<file path="src/pkg/obf_consts.svh">
// Constant offsets, reset values and code points of the overhead bit change filter.
`ifndef OBF_CONSTS_SVH
`define OBF_CONSTS_SVH
`define OBF_OFS_CTRL 4'h0
`define OBF_OFS_STATUS 4'h4
`define OBF_OFS_REF 4'h8
`define OBF_OFS_COUNT 4'hC
`define OBF_CTRL_RST 1'h1
`define OBF_CMD_PREFIX 5'h11
`define OBF_CMD_GRP_BIT 2
`define OBF_ST_LINE_ACTIVE 4'h1
`define OBF_ST_PEND_TRANSP 4'h2
`define OBF_ST_ST_DEACT 4'h3
`define OBF_ST_PEND_DEACT 4'h4
`define OBF_ST_TRANSP 4'h5
`define OBF_ST_SYNC1 4'h6
`define OBF_ST_SYNC2 4'h7
`define OBF_ST_WAIT_ACT 4'h8
`define OBF_ST_ERROR 4'h9
`define OBF_ST_PEND_DEACT_ST 4'hA
`define OBF_ST_PEND_DEACT_U 4'hB
`define OBF_ST_ALOOP 4'hC
`endif

</file>
<file path="src/pkg/obf_pkg.sv">
// Types shared by the overhead bit change filter.
package obf_pkg;
	typedef enum logic [1:0] {OBF_ON_CHANGE, OBF_CRC, OBF_TRIPLE, OBF_TRIPLE_CRC} obf_meth_e;
	typedef enum logic [1:0] {OBF_LT, OBF_NT, OBF_LT_RELAY, OBF_NT_RELAY} obf_mode_e;
endpackage

</file>
<file path="src/obf_filter.sv">
// Overhead bit change filter with AHB-Lite register access.
`timescale 1ns/100ps
`include "obf_consts.svh"

module obf_filter
	import obf_pkg::*;
(
	// Clock and reset.
	input wire logic i_sys_clk,
	input wire logic i_rst_n,
	// AHB-Lite slave.
	input wire logic i_hsel,
	input wire logic [31:0] i_haddr,
	input wire logic [1:0] i_htrans,
	input wire logic i_hwrite,
	input wire logic [2:0] i_hsize,
	input wire logic [31:0] i_hwdata,
	input wire logic i_hready,
	output logic o_hreadyout,
	output logic o_hresp,
	output logic [31:0] o_hrdata,
	// Received superframe bits.
	input wire logic i_sf_valid,
	input wire logic [7:0] i_sf_grp1,
	input wire logic [2:0] i_sf_grp2,
	input wire logic i_sf_crc_ok,
	// Operating mode, receiver state and test state entry.
	input wire obf_mode_e i_mode,
	input wire logic [3:0] i_rx_state,
	input wire logic i_test_entry,
	// Local command message.
	input wire logic i_lcmd_valid,
	input wire logic i_lcmd_reg,
	input wire logic [7:0] i_lcmd_code,
	// Overhead report messages.
	output logic o_rpt1_valid,
	output logic [7:0] o_rpt1_bits,
	output logic o_rpt2_valid,
	output logic [2:0] o_rpt2_bits,
	output logic o_rpt_up
);
	logic ctrl_en_ff;
	logic dflt_load_ff;
	logic crc_h1_ff, crc_h2_ff;
	logic [15:0] count_ff;
	logic [3:0] wr_ofs_ff;
	logic wr_pend_ff;
	logic allowed;
	logic crc2;
	logic cmd_ok;
	logic bus_go;
	logic [7:0] grp_in [2];
	logic [7:0] ref_w [2];
	logic [1:0] meth_w [2];
	logic [1:0] evt_w;
	logic [1:0] tm_w;
	logic [31:0] nxt_rdata;

	assign grp_in[0] = i_sf_grp1;
	assign grp_in[1] = {5'h00, i_sf_grp2};
	assign crc2 = crc_h1_ff & crc_h2_ff;
	assign cmd_ok = i_lcmd_valid && !i_lcmd_reg && i_lcmd_code[7:3] == `OBF_CMD_PREFIX;
	assign bus_go = i_hsel && i_htrans[1] && i_hready;

	// Synchronized states per operating mode.
	always_comb begin
		allowed = 1'b0;
		unique case (i_mode)
			OBF_LT: begin
				allowed = i_rx_state inside {`OBF_ST_LINE_ACTIVE, `OBF_ST_PEND_TRANSP,
					`OBF_ST_ST_DEACT, `OBF_ST_PEND_DEACT, `OBF_ST_TRANSP};
			end
			OBF_NT: begin
				allowed = i_rx_state inside {`OBF_ST_SYNC1, `OBF_ST_SYNC2, `OBF_ST_WAIT_ACT,
					`OBF_ST_TRANSP, `OBF_ST_ERROR, `OBF_ST_PEND_DEACT_ST,
					`OBF_ST_PEND_DEACT_U, `OBF_ST_ALOOP};
			end
			OBF_LT_RELAY: begin
				allowed = i_rx_state inside {`OBF_ST_PEND_TRANSP, `OBF_ST_TRANSP,
					`OBF_ST_PEND_DEACT};
			end
			OBF_NT_RELAY: begin
				allowed = i_rx_state inside {`OBF_ST_SYNC1, `OBF_ST_TRANSP, `OBF_ST_ERROR,
					`OBF_ST_PEND_DEACT, `OBF_ST_ALOOP};
			end
		endcase
	end

	// Defaults are loaded after reset release and on every test state entry.
	always_ff @(posedge i_sys_clk or negedge i_rst_n) begin
		if (!i_rst_n) begin
			dflt_load_ff <= 1'b1;
		end else begin
			dflt_load_ff <= i_test_entry;
		end
	end

	// CRC results of the two completed superframes before the current one.
	always_ff @(posedge i_sys_clk or negedge i_rst_n) begin
		if (!i_rst_n) begin
			crc_h1_ff <= 1'b0;
			crc_h2_ff <= 1'b0;
		end else if (i_sf_valid) begin
			crc_h1_ff <= i_sf_crc_ok;
			crc_h2_ff <= crc_h1_ff;
		end
	end

	generate
		for (genvar g = 0; g < 2; g++) begin : g_grp
			logic [7:0] h1_ff, h2_ff, ref_ff;
			logic [1:0] meth_ff;
			logic tm_ok, qual, sel;
			// Group one codes have bit 2 set, group two codes have it clear.
			assign sel = i_lcmd_code[`OBF_CMD_GRP_BIT] == (g == 0);
			assign tm_ok = grp_in[g] == h1_ff && h1_ff == h2_ff;
			always_comb begin
				qual = 1'b1;
				if (meth_ff[1]) begin
					qual = qual & tm_ok;
				end
				if (meth_ff[0]) begin
					qual = qual & crc2;
				end
			end
			// On-change needs no qualifier beyond the polarity difference.
			assign evt_w[g] = i_sf_valid && allowed && ctrl_en_ff &&
				grp_in[g] != ref_ff && qual;
			always_ff @(posedge i_sys_clk or negedge i_rst_n) begin
				if (!i_rst_n) begin
					meth_ff <= OBF_TRIPLE;
				end else if (dflt_load_ff) begin
					meth_ff <= (i_mode inside {OBF_LT_RELAY, OBF_NT_RELAY}) ?
						OBF_CRC : OBF_TRIPLE;
				end else if (cmd_ok && sel) begin
					meth_ff <= i_lcmd_code[1:0];
				end
			end
			always_ff @(posedge i_sys_clk or negedge i_rst_n) begin
				if (!i_rst_n) begin
					h1_ff <= 8'h00;
					h2_ff <= 8'h00;
				end else if (i_sf_valid) begin
					h1_ff <= grp_in[g];
					h2_ff <= h1_ff;
				end
			end
			always_ff @(posedge i_sys_clk or negedge i_rst_n) begin
				if (!i_rst_n) begin
					ref_ff <= 8'h00;
				end else if (evt_w[g]) begin
					ref_ff <= grp_in[g];
				end
			end
			assign meth_w[g] = meth_ff;
			assign ref_w[g] = ref_ff;
			assign tm_w[g] = tm_ok;
		end
	endgenerate

	// Report message outputs.
	always_ff @(posedge i_sys_clk or negedge i_rst_n) begin
		if (!i_rst_n) begin
			o_rpt1_valid <= 1'b0;
			o_rpt1_bits <= 8'h00;
			o_rpt2_valid <= 1'b0;
			o_rpt2_bits <= 3'h0;
		end else begin
			o_rpt1_valid <= evt_w[0];
			o_rpt2_valid <= evt_w[1];
			if (evt_w[0]) begin
				o_rpt1_bits <= i_sf_grp1;
			end
			if (evt_w[1]) begin
				o_rpt2_bits <= i_sf_grp2;
			end
		end
	end

	always_ff @(posedge i_sys_clk or negedge i_rst_n) begin
		if (!i_rst_n) begin
			o_rpt_up <= 1'b0;
		end else begin
			o_rpt_up <= i_mode inside {OBF_LT, OBF_LT_RELAY};
		end
	end

	always_ff @(posedge i_sys_clk or negedge i_rst_n) begin
		if (!i_rst_n) begin
			count_ff <= 16'h0000;
		end else if (wr_pend_ff && wr_ofs_ff == `OBF_OFS_COUNT) begin
			count_ff <= 16'h0000;
		end else begin
			count_ff <= count_ff + 16'(evt_w[0]) + 16'(evt_w[1]);
		end
	end

	// Bus slave: zero wait states, writes land in the data phase.
	always_ff @(posedge i_sys_clk or negedge i_rst_n) begin
		if (!i_rst_n) begin
			wr_pend_ff <= 1'b0;
			wr_ofs_ff <= 4'h0;
		end else begin
			wr_pend_ff <= bus_go && i_hwrite && i_haddr[31:4] == 28'h0000000;
			wr_ofs_ff <= i_haddr[3:0];
		end
	end

	always_ff @(posedge i_sys_clk or negedge i_rst_n) begin
		if (!i_rst_n) begin
			ctrl_en_ff <= `OBF_CTRL_RST;
		end else if (wr_pend_ff && wr_ofs_ff == `OBF_OFS_CTRL) begin
			ctrl_en_ff <= i_hwdata[0];
		end
	end

	always_comb begin
		nxt_rdata = 32'h0000_0000;
		if (i_haddr[31:4] == 28'h0000000) begin
			unique case (i_haddr[3:0])
				`OBF_OFS_CTRL: nxt_rdata = {31'h0, ctrl_en_ff};
				`OBF_OFS_STATUS: nxt_rdata = {27'h0, allowed, meth_w[1], meth_w[0]};
				`OBF_OFS_REF: nxt_rdata = {21'h0, ref_w[1][2:0], ref_w[0]};
				`OBF_OFS_COUNT: nxt_rdata = {16'h0, count_ff};
				default: nxt_rdata = 32'h0000_0000;
			endcase
		end
	end

	always_ff @(posedge i_sys_clk or negedge i_rst_n) begin
		if (!i_rst_n) begin
			o_hrdata <= 32'h0000_0000;
			o_hreadyout <= 1'b0;
			o_hresp <= 1'b0;
		end else begin
			o_hreadyout <= 1'b1;
			o_hresp <= 1'b0;
			if (bus_go && !i_hwrite) begin
				o_hrdata <= nxt_rdata;
			end
		end
	end
endmodule // obf_filter

</file>
<file path="config.mk">
export PLATFORM = sky130hd
export DESIGN_NAME = obf_filter
export DESIGN_NICKNAME = d
export VERILOG_FILES = /design/src/pkg/obf_pkg.sv /design/src/obf_filter.sv
export VERILOG_INCLUDE_DIRS = /design/src /design/src/pkg
export SDC_FILE = /design/constraint.sdc
export NUM_CORES = 1
export LEC_CHECK = 0
export BUFFER_PORTS_ARGS = -buffer_cell sky130_fd_sc_hd__buf_2
export CORE_MARGIN = 2
export CORE_UTILIZATION = 55
export CTS_BUF_LIST = sky130_fd_sc_hd__clkbuf_2
export DETAILED_ROUTE_END_ITERATION = 8
export PLACE_DENSITY = 0.95
export REMOVE_ABC_BUFFERS = 1
export SYNTH_ARGS = -nofsm -noshare
export SYNTH_HDL_FRONTEND = slang
export SYNTH_SLANG_ARGS = --single-unit
</file>
<file path="constraint.sdc">
create_clock -name i_sys_clk -period 6.9 [get_ports i_sys_clk]
set_input_delay 0.69 -clock i_sys_clk [delete_from_list [all_inputs] [get_ports i_sys_clk]]
set_output_delay 0.69 -clock i_sys_clk [all_outputs]
set_load 0.02 [all_outputs]
</file>
==> flow_summary_export.csv <==
group,metric,value,unit
placement,placement.cell_area,4508,um^2
yosys,synthDistinctLibCells,47,
sta,report.final.setup_viol,0,
sta,hold_violations,0,
yosys,synthCells,345,
yosys,synth_async_sr_flop_share,1.000,
sta,worst_slew_margin_rel,0.2318,
setup_path,cp_num_buf_inv,1,
floorplanning,design.portCount,152,
floorplanning,die_height,89.30,um
cts,tritoncts_num_sinks,82,
yosys,synth-edff-count,0,
layout,antenna_cells_inserted,0,
global_routing,grt_start_max_net_pins,83,
global_routing,gr-total-overflow,0,
layout,design_area,4606,um^2
pwr,total_power,0.8462,mW
yosys,dominantRegCellSynth,"dfrtp_1",
cts,ctsResizeCount,0,
global_routing,first_global_vias,2919,
cts,cts_buffers,9,
yosys,ys.warnings.count,0,
routing,drc_errors,0,
routing,routed_via_density,5.487,
yosys,syn_avg_cell_area,11.60,um^2
cts,clock_insertion_delay_worst_skew,0.53,ns
layout,flow.area_growth_from_synthesis,15.10,%
yosys,ys_seq_elements,82,
setup_path,r2r_setup_slack,3.37,ns
setup_path,data_required_time_of_the_worst_path,7.32,ns
sta,timing_worst_slew_pin_value,1.148,ns
setup_path,crit_chain,"nor3_1 > o22ai_1 > o41a_1 > or4_1 > inv_1 > fa_1 > ha_1 > nand3_1 > nor3_1 > xnor2_1 > nor2_1",
layout,drive_above_1_share,0.3769,
cts,count_of_buffers_added_by_post_cts_timing_repair_for_setup,0,
floorplanning,fp.dieW,89.30,um
global_routing,grt_usage,0.2205,
cts,hold_buffers,0,
setup_path,critPathKind,"register to register",
routing,ant_nets,0,
sta,timing.fmax,283.3,MHz
sta,rsz0062_at_grt,"no",
setup_path,crit_path_top_delay_cell,"or4_1",
setup_path,worst-path-max-fanout,9,
routing,dr_total_vias,3018,
floorplanning,initial_core_util,0.5607,
placement,port-buffer-count,99,
pwr,p_per_area,183.7,nW/um^2
setup_path,cp_data_arrival_time,3.95,ns
min_path,timing.hold.worst.class,"primary input to asynchronous set/reset pin",
layout,finalNetCount,552,
global_routing,grt_antenna_before_repair,0,
floorplanning,core.rowCount,31,
sta,finalMaxSlewViolations,0,
sta,portion_of_the_clock_cycle_consumed_by_the_worst_path_in_the_final_layout,0.5116,
sta,timing.final.crit_period,3.530,ns
cts,clockBufferDepth,2,
flow_run,drv.max_cap_violation_count,0,
layout,finish.cell_count_without_fillers,550,
routing,routed_wirelength,8296,um
yosys,mappedNetlistArea,4001,um^2
pwr,vdd.ir_drop.worst,0.08221,mV
setup_path,critPathCaptureType,"register",
layout,final_core_utilization,0.6453,
floorplanning,core_area,7137,um^2
setup_path,cpPeakStageDelay,0.81,ns
floorplanning,dieArea,7974,um^2
run_status,run_status,"finished clean",
placement,post-dp-hpwl,6317,um
sta,total_negative_slack_for_setup_checks,0,ns
global_routing,global_route_wire_length_before_repair,13370,um
setup_path,critical_path.top_delay_family,"simple AND/OR/NAND/NOR gates",
routing,drt-pass1-iter-count,4,
placement,numPlacedInstances,534,
routing,drt_iter0_drc,208,
cts,clock_tree.root_cell,"clkbuf_2",
sta,final.setup_skew,0.03303,ns
yosys,ys_seq_area_frac,0.5141,
cts,cts_htree_levels,3,
placement,gpl.final_weighted_congestion,0.7848,
cts,clk_transition_reported_paths,0.24,ns
setup_path,path_common_cell,"nor3_1",
setup_path,timing.critical_path.from_type,"register",
pwr,standby_leakage_power,2.243,nW
cts,tritoncts_clock_tree,"yes",
routing,post_drt_wl_per_cell,15.08,um
-- cells by family (layout without fill, tap and decap cells) --
group / after synthesis / in the layout / synth area share
DFF: 82 / 82 / 0.5141
adders and majority gates: 2 / 2 / 0.008130
buffers and inverters: 32 / 122 / 0.05034
other: 2 / 18 / 0.001877
muxes: 53 / 53 / 0.1542
and+or+nand+nor: 109 / 109 / 0.1460
xor gates and xnor gates: 23 / 23 / 0.05034
AOI/OAI and AO/OA: 42 / 42 / 0.07504
-- registers in the layout, indices dropped and copies added (netlist names), 3 cells and up --
signal,count
count_ff,16
g_grp.h1_ff,11
g_grp.h2_ff,11
g_grp.meth_ff,4
g_grp.ref_ff,3
o_hrdata,16
o_rpt1_bits,8
wr_ofs_ff,4
-- path summary, 6_finish.rpt --
kind                                               start                             end  cells after the start
min in group i_sys_clk                      i_test_entry          dflt_load_ff$_DFF_PN1_                      1
max in group asynchronous                        i_rst_n  g_grp[1].ref_ff[0]$_DFFE_PN0P_                      1
setup / recovery           g_grp[0].h1_ff[7]$_DFFE_PN0P_          count_ff[12]$_DFF_PN0_                     11
setup reg to reg           g_grp[0].h1_ff[7]$_DFFE_PN0P_          count_ff[12]$_DFF_PN0_                     11
hold / removal                                   i_rst_n        o_hrdata[15]$_DFFE_PN0P_                      1
hold reg to reg                  o_hrdata[9]$_DFFE_PN0P_         o_hrdata[9]$_DFFE_PN0P_                      2
-- layout make-up --
cell class	count	area, um^2
Fill cell	584	2531
Sequential cell	82	2057
Multi-Input combinational cell	247	1803
Timing Repair Buffer	99	498.0
Tap cell	99	123.9
Clock inverter	7	52.55
Clock buffer	9	45.04
Inverter	7	26.28
-- cell usage after synthesis (all sizes together), types with 7 or more instances --
cell type  number  area [um^2]
nor3           14        70.07
nand3           9        45.04
mux2i           8        80.08
dfrtp          78         1952
nand2          22        82.58
and3            9        58.80
mux2           45        536.8
inv             7        26.28
o21ai          14        70.07
nor2           18        67.56
buf            19        142.6
a22o            8        70.07
xnor2          18        157.7
nor4            9        62.56
-- where the power goes --
part           leakage, nW  total, mW  switching [mW]  internal [mW]
sequential            1.06      0.522          0.0167          0.505
combinational         1.12      0.101          0.0531         0.0479
clock               0.0626      0.223           0.173         0.0502
-- placed cells by master (no fill, tap or decap), drive strengths merged, types with 2 or more instances in the layout --
master,synthesis,layout
nor2,18,18
nor3b,3,3
clkbuf,6,9
clkinv,0,4
o22ai,5,5
and3,9,9
xnor2,18,18
a22o,8,8
nor4,9,9
inv,7,9
o21ai,14,14
nor4b,2,2
nand4,6,6
nand3,9,9
conb,2,18
nand2,22,22
nor2b,6,6
mux2,45,45
nor3,14,14
a22oi,3,3
a21oi,5,5
dfrtp,78,78
xor2,5,5
or3,5,5
buf,19,99
mux2i,8,8
dfstp,4,4
and4,2,2
-- layer usage --
metal	up-vias	routed length, um	global-route usage
li1	1420	-	-
met3	16	513	0.03970
met2	108	4144	0.3778
met5	-	0	0
met4	0	138	0.08820
met1	1474	3501	0.2775
-- through the flow --
stage | hold WS (ns) | setup slack (ns)
floorplan | 0.3944 | 3.502
global placement | 0.4631 | 3.060
detailed placement | 0.4767 | 2.950
CTS | 0.2316 | 3.357
global route | 0.2226 | 3.193
finish | 0.2575 | 3.370
Note: power is estimated with default switching activity, not from simulation.
